--- src/logic/melody_pkg.sv ---
// Constants and types shared by the melody tone timer
package melody_pkg;

   // Register word index, taken from wb_adr_i[4:2]
   localparam logic [2:0] ADR_TONE_SEL   = 3'h0;
   localparam logic [2:0] ADR_TIM_CTRL   = 3'h1;
   localparam logic [2:0] ADR_TIM_PERIOD = 3'h2;
   localparam logic [2:0] ADR_IRQ_REQ    = 3'h3;
   localparam logic [2:0] ADR_IRQ_MASK   = 3'h4;

   // Field positions
   localparam int TONE_HIZ_BIT   = 3;
   localparam int TONE_CODE_MSB  = 2;
   localparam int CTRL_FLAG_BIT  = 3;
   localparam int CTRL_AUTO_BIT  = 2;
   localparam int CTRL_SEL_HI    = 1;
   localparam int CTRL_SEL_LO    = 0;
   localparam int IRQ_FLAG_BIT   = 0;
   localparam int IRQ_MASK_BIT   = 0;

   // Reset values
   localparam logic [3:0] TONE_SEL_RESET = 4'h8;
   localparam logic [1:0] TICK_SEL_RESET = 2'h0;
   localparam logic [3:0] PERIOD_RESET   = 4'h0;
   localparam logic [3:0] COUNT_ZERO     = 4'h0;
   localparam logic [3:0] COUNT_ONE      = 4'h1;
   localparam logic       IRQ_MASK_RESET = 1'h1;

   // Prescaler tap index for each tick select code
   localparam logic [2:0] TAP_SEL_0 = 3'h3;
   localparam logic [2:0] TAP_SEL_1 = 3'h5;
   localparam logic [2:0] TAP_SEL_2 = 3'h7;
   localparam logic [2:0] TAP_SEL_3 = 3'h1;

   // Tone codes and half periods in system clocks
   localparam logic [2:0] TONE_SILENT = 3'h0;
   localparam logic [3:0] HALF_DIV_1  = 4'h4;
   localparam logic [3:0] HALF_DIV_2  = 4'h5;
   localparam logic [3:0] HALF_DIV_3  = 4'h6;
   localparam logic [3:0] HALF_DIV_4  = 4'h7;
   localparam logic [3:0] HALF_DIV_5  = 4'h8;
   localparam logic [3:0] HALF_DIV_6  = 4'hA;
   localparam logic [3:0] HALF_DIV_7  = 4'hC;

   typedef enum logic [1:0] {T_IDLE, T_ARMED, T_RUN} timer_state_type;

endpackage : melody_pkg

--- src/logic/tone_divider.sv ---
// Square wave tone generator dividing the system clock
`timescale 1ns/10ps
module tone_divider
   import melody_pkg::*;
(
   // Clock and reset
   input  wire logic       clk_i,
   input  wire logic       rst_i,
   // Control
   input  wire logic [2:0] tone_code_i,
   input  wire logic       active_i,
   // Tone
   output logic            tone_o
);

   logic [3:0] half_len;
   logic [3:0] cnt_q;
   logic [3:0] cnt_d;
   logic       wave_q;
   logic       wave_d;

   always_comb begin
      case (tone_code_i)
         3'h1:    half_len = HALF_DIV_1;
         3'h2:    half_len = HALF_DIV_2;
         3'h3:    half_len = HALF_DIV_3;
         3'h4:    half_len = HALF_DIV_4;
         3'h5:    half_len = HALF_DIV_5;
         3'h6:    half_len = HALF_DIV_6;
         3'h7:    half_len = HALF_DIV_7;
         default: half_len = HALF_DIV_1;
      endcase
   end

   // Equal high and low halves
   always_comb begin
      cnt_d  = cnt_q;
      wave_d = wave_q;
      if (!active_i || tone_code_i == TONE_SILENT) begin
         cnt_d  = COUNT_ZERO;
         wave_d = 1'b0;
      end else if (cnt_q == half_len - COUNT_ONE) begin
         cnt_d  = COUNT_ZERO;
         wave_d = ~wave_q;
      end else begin
         cnt_d = cnt_q + COUNT_ONE;
      end
   end

   always_ff @(posedge clk_i) begin
      if (rst_i) begin
         cnt_q  <= COUNT_ZERO;
         wave_q <= 1'b0;
      end else begin
         cnt_q  <= cnt_d;
         wave_q <= wave_d;
      end
   end

   assign tone_o = wave_q;

   chk_silence_low: assert property (@(posedge clk_i) disable iff (rst_i)
      (!active_i || tone_code_i == TONE_SILENT) |=> !tone_o)
      else $error("tone not low while silent");

   chk_half_period: assert property (@(posedge clk_i) disable iff (rst_i)
      (active_i && tone_code_i == 3'h1 && $rose(tone_o)) ##1
      (active_i && tone_code_i == 3'h1) [*2] |=> tone_o)
      else $error("tone half period too short");

endmodule : tone_divider

--- src/logic/melody_tone_timer.sv ---
// Melody tone generator with 4-bit timer behind a Wishbone slave
`timescale 1ns/10ps
module melody_tone_timer
   import melody_pkg::*;
(
   // Clock and reset
   input  wire logic        clk_i,
   input  wire logic        rst_i,
   // Wishbone slave
   input  wire logic        wb_cyc_i,
   input  wire logic        wb_stb_i,
   input  wire logic        wb_we_i,
   input  wire logic [4:2]  wb_adr_i,
   input  wire logic [3:0]  wb_sel_i,
   input  wire logic [31:0] wb_dat_i,
   output logic [31:0]      wb_dat_o,
   output logic             wb_ack_o,
   // Prescaler taps
   input  wire logic [7:0]  presc_taps_i,
   // Tone pin and interrupt
   output logic             tone_pin_o,
   output logic             tone_pin_oe_o,
   output logic             tone_timer_irq_o
);

   // Bus state
   logic        ack_q;
   logic        ack_d;
   logic [31:0] rdat_q;
   logic [31:0] rdat_d;
   logic        req;
   logic        wr;
   logic        wr_tone;
   logic        wr_ctrl;
   logic        wr_period;
   logic        wr_irq;
   logic        wr_mask;
   logic [3:0]  wdat;

   // Register fields
   logic [3:0]  tone_sel_q;
   logic [3:0]  tone_sel_d;
   logic        auto_q;
   logic        auto_d;
   logic [1:0]  tick_sel_q;
   logic [1:0]  tick_sel_d;
   logic        manual_q;
   logic        manual_d;
   logic [3:0]  period_q;
   logic [3:0]  period_d;
   logic        irq_flag_q;
   logic        irq_flag_d;
   logic        irq_mask_q;
   logic        irq_mask_d;

   // Timer state
   timer_state_type state_q;
   timer_state_type state_d;
   logic [3:0]  count_q;
   logic [3:0]  count_d;
   logic        extra_q;
   logic        extra_d;
   logic        tap_now;
   logic        tap_prev_q;
   logic        tick;
   logic        zero_evt;
   logic        timer_on;
   logic        tone_active;
   logic        tone_wave;

   // Bus decode; a write takes effect on the edge where ack is high
   assign req       = wb_cyc_i && wb_stb_i;
   assign wr        = req && wb_we_i && ack_q && wb_sel_i[0];
   assign wr_tone   = wr && wb_adr_i == ADR_TONE_SEL;
   assign wr_ctrl   = wr && wb_adr_i == ADR_TIM_CTRL;
   assign wr_period = wr && wb_adr_i == ADR_TIM_PERIOD;
   assign wr_irq    = wr && wb_adr_i == ADR_IRQ_REQ;
   assign wr_mask   = wr && wb_adr_i == ADR_IRQ_MASK;
   assign wdat      = wb_dat_i[3:0];

   // Tick source
   always_comb begin
      case (tick_sel_q)
         2'h0:    tap_now = presc_taps_i[TAP_SEL_0];
         2'h1:    tap_now = presc_taps_i[TAP_SEL_1];
         2'h2:    tap_now = presc_taps_i[TAP_SEL_2];
         2'h3:    tap_now = presc_taps_i[TAP_SEL_3];
         default: tap_now = presc_taps_i[TAP_SEL_0];
      endcase
   end

   assign tick        = tap_now && !tap_prev_q;
   assign timer_on    = state_q == T_RUN;
   assign tone_active = timer_on || manual_q;

   // Bus answer: ack one cycle after request, read data with it
   always_comb begin
      ack_d  = req && !ack_q;
      rdat_d = rdat_q;
      if (req && !ack_q) begin
         rdat_d = '0;
         case (wb_adr_i)
            ADR_TONE_SEL: rdat_d[3:0] = tone_sel_q;
            ADR_TIM_CTRL: rdat_d[3:0] = {tone_active, auto_q, tick_sel_q};
            ADR_IRQ_REQ:  rdat_d[IRQ_FLAG_BIT] = irq_flag_q;
            ADR_IRQ_MASK: rdat_d[IRQ_MASK_BIT] = irq_mask_q;
            default:      rdat_d = '0;
         endcase
      end
   end

   always_ff @(posedge clk_i) begin
      if (rst_i) begin
         ack_q  <= 1'b0;
         rdat_q <= '0;
      end else begin
         ack_q  <= ack_d;
         rdat_q <= rdat_d;
      end
   end

   // Register fields and timer
   always_comb begin
      tone_sel_d = tone_sel_q;
      auto_d     = auto_q;
      tick_sel_d = tick_sel_q;
      manual_d   = manual_q;
      period_d   = period_q;
      irq_mask_d = irq_mask_q;
      state_d    = state_q;
      count_d    = count_q;
      extra_d    = extra_q;
      zero_evt   = 1'b0;
      if (wr_tone) begin
         tone_sel_d = wdat;
      end
      if (wr_mask) begin
         irq_mask_d = wdat[IRQ_MASK_BIT];
      end
      if (wr_ctrl) begin
         auto_d     = wdat[CTRL_AUTO_BIT];
         tick_sel_d = wdat[CTRL_SEL_HI:CTRL_SEL_LO];
         manual_d   = wdat[CTRL_FLAG_BIT];
      end
      case (state_q)
         T_IDLE: begin
            extra_d = 1'b0;
         end
         T_ARMED: begin
            if (tick) begin
               count_d = period_q;
               state_d = T_RUN;
            end
         end
         T_RUN: begin
            if (tick) begin
               if (count_q == COUNT_ONE && extra_q) begin
                  extra_d = 1'b0;
               end else if (count_q == COUNT_ONE) begin
                  zero_evt = 1'b1;
                  if (auto_q) begin
                     count_d = period_q;
                  end else begin
                     count_d = COUNT_ZERO;
                     state_d = T_IDLE;
                  end
               end else begin
                  count_d = count_q - COUNT_ONE;
               end
            end
         end
         default: begin
            state_d = T_IDLE;
         end
      endcase
      // Leaving continuous mode mid-run stretches the last lap by one tick
      if (wr_ctrl && auto_q && !wdat[CTRL_AUTO_BIT] && timer_on) begin
         extra_d = 1'b1;
      end
      // Mode bit set starts the tone without waiting for a tick
      if (wr_ctrl && wdat[CTRL_AUTO_BIT] && !auto_q && !timer_on
          && period_q != COUNT_ZERO) begin
         count_d = period_q;
         state_d = T_RUN;
         extra_d = 1'b0;
      end
      if (wr_period) begin
         period_d = wdat;
         if (wdat == COUNT_ZERO) begin
            state_d  = T_IDLE;
            count_d  = COUNT_ZERO;
            auto_d   = 1'b0;
            extra_d  = 1'b0;
            zero_evt = 1'b0;
         end else if (!(timer_on && auto_q)) begin
            state_d = T_ARMED;
            extra_d = 1'b0;
         end
      end
   end

   // Set wins over a clear in the same cycle
   always_comb begin
      irq_flag_d = irq_flag_q;
      if (wr_irq && wdat[IRQ_FLAG_BIT]) begin
         irq_flag_d = 1'b0;
      end
      if (zero_evt) begin
         irq_flag_d = 1'b1;
      end
   end

   always_ff @(posedge clk_i) begin
      if (rst_i) begin
         tone_sel_q <= TONE_SEL_RESET;
         auto_q     <= 1'b0;
         tick_sel_q <= TICK_SEL_RESET;
         manual_q   <= 1'b0;
         period_q   <= PERIOD_RESET;
         irq_flag_q <= 1'b0;
         irq_mask_q <= IRQ_MASK_RESET;
         state_q    <= T_IDLE;
         count_q    <= COUNT_ZERO;
         extra_q    <= 1'b0;
         tap_prev_q <= 1'b0;
      end else begin
         tone_sel_q <= tone_sel_d;
         auto_q     <= auto_d;
         tick_sel_q <= tick_sel_d;
         manual_q   <= manual_d;
         period_q   <= period_d;
         irq_flag_q <= irq_flag_d;
         irq_mask_q <= irq_mask_d;
         state_q    <= state_d;
         count_q    <= count_d;
         extra_q    <= extra_d;
         tap_prev_q <= tap_now;
      end
   end

   tone_divider u_tone (
      .clk_i       (clk_i),
      .rst_i       (rst_i),
      .tone_code_i (tone_sel_q[TONE_CODE_MSB:0]),
      .active_i    (tone_active),
      .tone_o      (tone_wave)
   );

   assign wb_ack_o         = ack_q;
   assign wb_dat_o         = rdat_q;
   assign tone_pin_o       = tone_wave;
   assign tone_pin_oe_o    = !tone_sel_q[TONE_HIZ_BIT];
   assign tone_timer_irq_o = irq_flag_q && !irq_mask_q;

   chk_zero_sets_flag: assert property (@(posedge clk_i) disable iff (rst_i)
      zero_evt |=> irq_flag_q)
      else $error("zero reached but request flag not set");

   chk_mask_blocks_irq: assert property (@(posedge clk_i) disable iff (rst_i)
      (zero_evt && irq_mask_q && !wr_mask) |=> !tone_timer_irq_o)
      else $error("interrupt line high while masked");

   chk_irq_unmasked: assert property (@(posedge clk_i) disable iff (rst_i)
      (zero_evt && !irq_mask_q && !wr_mask) |=> tone_timer_irq_o)
      else $error("unmasked request did not reach interrupt line");

   chk_zero_period_stop: assert property (@(posedge clk_i) disable iff (rst_i)
      (wr_period && wdat == COUNT_ZERO && !irq_flag_q)
      |=> (state_q == T_IDLE && !auto_q && !irq_flag_q))
      else $error("period zero write did not stop quietly");

   chk_single_run_end: assert property (@(posedge clk_i) disable iff (rst_i)
      (timer_on && tick && count_q == COUNT_ONE && !extra_q && !auto_q
       && !wr_period && !wr_ctrl) |=> (state_q == T_IDLE && irq_flag_q))
      else $error("single run did not stop with request");

   chk_armed_start: assert property (@(posedge clk_i) disable iff (rst_i)
      (state_q == T_ARMED && tick && !wr_period && !wr_ctrl)
      |=> (timer_on && count_q == $past(period_q)))
      else $error("timer did not start on tick after load");

   chk_auto_reload: assert property (@(posedge clk_i) disable iff (rst_i)
      (timer_on && tick && count_q == COUNT_ONE && !extra_q && auto_q
       && !wr_period && !wr_ctrl) |=> (timer_on && count_q == $past(period_q)))
      else $error("continuous mode did not reload");

   chk_last_lap_hold: assert property (@(posedge clk_i) disable iff (rst_i)
      (timer_on && tick && count_q == COUNT_ONE && extra_q && !wr_period)
      |=> (timer_on && count_q == COUNT_ONE && !extra_q))
      else $error("last lap not stretched by one tick");

   chk_auto_immediate: assert property (@(posedge clk_i) disable iff (rst_i)
      (wr_ctrl && wdat[CTRL_AUTO_BIT] && !auto_q && !timer_on
       && period_q != COUNT_ZERO) |=> tone_active)
      else $error("setting mode bit did not start tone");

   chk_count_step: assert property (@(posedge clk_i) disable iff (rst_i)
      (timer_on && tick && count_q > COUNT_ONE && !wr_period && !wr_ctrl)
      |=> count_q == $past(count_q) - COUNT_ONE)
      else $error("count did not step down by one");

   chk_hold_no_tick: assert property (@(posedge clk_i) disable iff (rst_i)
      (timer_on && !tick && !wr_period && !wr_ctrl) |=> $stable(count_q))
      else $error("count moved without a tick");

   chk_hiz_pin: assert property (@(posedge clk_i) disable iff (rst_i)
      $past(rst_i) |-> (!tone_pin_oe_o && !tone_pin_o && tick_sel_q == TICK_SEL_RESET))
      else $error("pin not quiet after reset");

   chk_manual_tone: assert property (@(posedge clk_i) disable iff (rst_i)
      (wr_ctrl && wdat[CTRL_FLAG_BIT]) |=> tone_active)
      else $error("manual switch did not start tone");

   chk_flag_readback: assert property (@(posedge clk_i) disable iff (rst_i)
      (req && !ack_q && wb_adr_i == ADR_TIM_CTRL)
      |=> (wb_dat_o[CTRL_FLAG_BIT] == $past(tone_active)))
      else $error("control read does not show tone active flag");

   chk_period_reads_zero: assert property (@(posedge clk_i) disable iff (rst_i)
      (req && !ack_q && wb_adr_i == ADR_TIM_PERIOD) |=> (wb_dat_o == 32'h0))
      else $error("write only period read back nonzero");

endmodule : melody_tone_timer

--- config.mk ---
export PLATFORM = sky130hd
export DESIGN_NAME = melody_tone_timer
export DESIGN_NICKNAME = d
export VERILOG_FILES = /design/src/logic/melody_pkg.sv /design/src/logic/tone_divider.sv /design/src/logic/melody_tone_timer.sv
export SDC_FILE = /design/constraint.sdc
export NUM_CORES = 1
export LEC_CHECK = 0
export ABC_AREA = 1
export BUFFER_PORTS_ARGS = -buffer_cell sky130_fd_sc_hd__buf_2
export CAP_MARGIN = 20
export CORE_MARGIN = 5
export CORE_UTILIZATION = 50
export CTS_BUF_LIST = sky130_fd_sc_hd__clkbuf_4 sky130_fd_sc_hd__clkbuf_8 sky130_fd_sc_hd__clkbuf_16
export DETAILED_ROUTE_END_ITERATION = 10
export PLACE_DENSITY = 0.79
export SETUP_SLACK_MARGIN = 0.3
export SLEW_MARGIN = 10
export SYNTH_ARGS = -nofsm -noshare
export SYNTH_HDL_FRONTEND = slang
export SYNTH_SLANG_ARGS = --single-unit
--- constraint.sdc ---
create_clock -name clk_i -period 2.7 [get_ports clk_i]
set_clock_uncertainty 0.1 [all_clocks]
set_input_delay 0.405 -clock clk_i [delete_from_list [all_inputs] [get_ports clk_i]]
set_output_delay 0.405 -clock clk_i [all_outputs]
set_load 0.1 [all_outputs]
==> results_dict.tcl <==
set metrics [dict create \
    outcome "finished clean" \
    grt_max_degree 16 \
    totalWireLength_mm 4.73 \
    finalSetupTns_ps 0 \
    antenna_found_initial 0 \
    critPathCaptureType "flip-flop" \
    layout.nets 406 \
    initial_core_util 0.508 \
    final_hold_viol_count 0 \
    cts_made_buffers 5 \
    critical_path_buf_inv_count 2 \
    synth_ff_type "dfxtp_1" \
    layout.cells.non_filler 399 \
    path_common_cell "inv_1" \
    cts_setup_buffers 0 \
    drive_above_1_share 0.147 \
    critical_path_class "flip-flop to flip-flop" \
    detail-route-antenna-nets 0 \
    ys_top_cells_by_area "dfxtp_1 30%, nand2_1 12%, buf_4 9.7%, inv_1 7.1%, a21oi_1 6.0%" \
    syn_inst 318 \
    fin_area_um2 2360 \
    slowest_delay_ps 400 \
    clk_latency_ps 290 \
    yosys.area.top_type "dfxtp_1" \
    path_delay_family "simple AND/OR/NAND/NOR gates" \
    io_buffers 24 \
    first_pass_iters 4 \
    grt_pass1_wl_mm 7.65 \
    yosys.area.top_type_share 0.296 \
    h-tree-depth 2 \
    cp_cell_sequence "inv_1 > ha_1 > inv_1 > nand3_1 > nor2_8 > nor3_1 > nand2_1 > a21oi_1" \
    fmax_mhz 561 \
    slowest_stage "ha_1" \
    clockBufferDepth 2 \
    drv_cap 0 \
    die_x_um 75.8 \
    area_delta_synth_final_pct 8.96 \
    wl_per_cell_um 11.9 \
    die_area_um2 5740 \
    p_leak_nw 1.11 \
    ctsResizeCount 0 \
    n_fill_cell 426 \
    cts_sinks 32 \
    rsz0062_at_grt "no" \
    diodes 0 \
    io_pins 88 \
    vias 1962 \
    routed_via_density 4.92 \
    hold_class "primary input to flip-flop" \
    gp_congestion 0.890 \
    die_h_um 75.8 \
    synth-edff-count 0 \
    power_density_nw_per_um2 532 \
    netlist_area_um2 2160 \
    synth.cells.most_frequent "67 x nand2_1, 41 x inv_1, 32 x dfxtp_1" \
    grt.total_usage 0.176 \
    post-route-period-util 0.660 \
    p_total_mw 1.26 \
    setup_violations 0 \
    drcViolationCount 0 \
    cts_hold_buf 0 \
    cp_max_fo 9 \
    dpl-instance-area_um2 2230 \
    worst_slew_pin_slew_ps 505 \
    required_ps 2820 \
    fin_crit_ps 1780 \
    drv_slew 0 \
    cts_tree "built" \
    async_flop_share 0 \
    yosysWarningCount 0 \
    ys_seq_area_frac 0.296 \
    place_hpwl_mm 3.67 \
    startpoint_type "flip-flop" \
    relSlewSlack 0.662 \
    drtIter0Drc 137 \
    ir_drop_mv 0.401 \
    core_area_um2 4260 \
    placed_cells 391 \
    yosysMostFrequentCell "nand2_1" \
    clkTransAtPathRegs_ps 70 \
    syn_avg_cell_area_um2 6.81 \
    cp.arrival_ps 1900 \
    synth.distinct_cells 32 \
    yosys_register_bits 32 \
    ctsRootBufferMaster "clkbuf_8" \
    grt_pass1_vias 1741 \
    rows 24 \
    grt-ovfl-total 0 \
]
## area by class of cell
| class | count | area [µm²] | area share |
|---|---|---|---|
| repair buffers | 24 | 120 | 0.0509 |
| multi-input cells | 237 | 1230 | 0.523 |
| clock buffers | 7 | 96.3 | 0.0408 |
| clock inverters | 1 | 30.0 | 0.0127 |
| flip-flops and latches | 32 | 641 | 0.272 |
| inverters | 46 | 173 | 0.0732 |
| well taps | 52 | 65.1 | 0.0276 |
## metrics by stage
step                hold WS, ps   util  setup slack (ps)
global route                307  0.553               693
finish                      287  0.553               918
global placement            347  0.523               993
CTS                         286  0.553               923
floorplan                   340      -               575
detailed placement          351  0.523               948
## layer usage
layer | GRT usage | routed length, µm | up-vias
li1 | - | - | 1026
met1 | 0.208 | 2060 | 890
met2 | 0.303 | 2370 | 41
met3 | 0.0462 | 240 | 5
met4 | 0.0641 | 60 | 0
met5 | 0 | 0 | -
## cell usage in the layout (no fill, tap or decap), drive strengths merged
master,n
a211oi,1
a21oi,27
a311oi,1
buf,24
bufinv,1
clkbuf,7
conb,28
dfxtp,32
ha,8
inv,46
nand2,70
nand3,22
nand4,3
nor2,32
nor3,5
o211ai,2
o21ai,25
o221ai,3
o22ai,1
o32ai,1
xnor2,6
xor2,2
## path summary, 6_finish.rpt
path	depth (start not counted)	end	slack, ps	startpoint
min	3	tone_sel_q[3]	290	wb_dat_i[3]
min reg2reg	2	u_tone.tone_o	360	u_tone.tone_o
max reg2reg	8	state_q[0]	920	state_q[0]
max	8	state_q[0]	920	state_q[0]
## report_power, final
group / total (mW) / internal (mW) / switching [mW] / leakage [nW]
Sequential: 0.480 / 0.477 / 0.00312 / 0.259
Clock: 0.509 / 0.326 / 0.184 / 0.0645
Combinational: 0.266 / 0.0230 / 0.243 / 0.783
Total: 1.26 / 0.826 / 0.430 / 1.11
## sequential cells by signal, indices dropped and copies added (netlist names), 2 cells and up
| register | flops |
|---|---|
| count_q | 4 |
| period_q | 4 |
| tone_sel_q | 4 |
| u_tone.cnt_q | 4 |
| wb_dat_o | 4 |
| state_q | 2 |
| tick_sel_q | 2 |
## cells by family after synthesis
| logic type | Yosys count | share of synthesized area |
|---|---|---|
| AO/OA/AOI/OAI | 61 | 0.155 |
| XOR/XNOR | 8 | 0.0324 |
| adder cells (fa/ha/maj) | 8 | 0.0462 |
| buffers and inverters | 76 | 0.181 |
| flip-flops | 32 | 0.296 |
| other | 1 | 0.00173 |
| AND/OR/NAND/NOR | 132 | 0.287 |
## worst reg2reg max path, delay by kind of cell, from the launching register on
| kind | cells | cell delay, ps |
|---|---|---|
| compound gates | 1 | 130 |
| flops | 1 | 330 |
| fa+ha+maj | 1 | 400 |
| simple gates | 4 | 530 |
| buf+inv | 2 | 230 |
No activity file was read; power rests on OpenSTA's default activity.
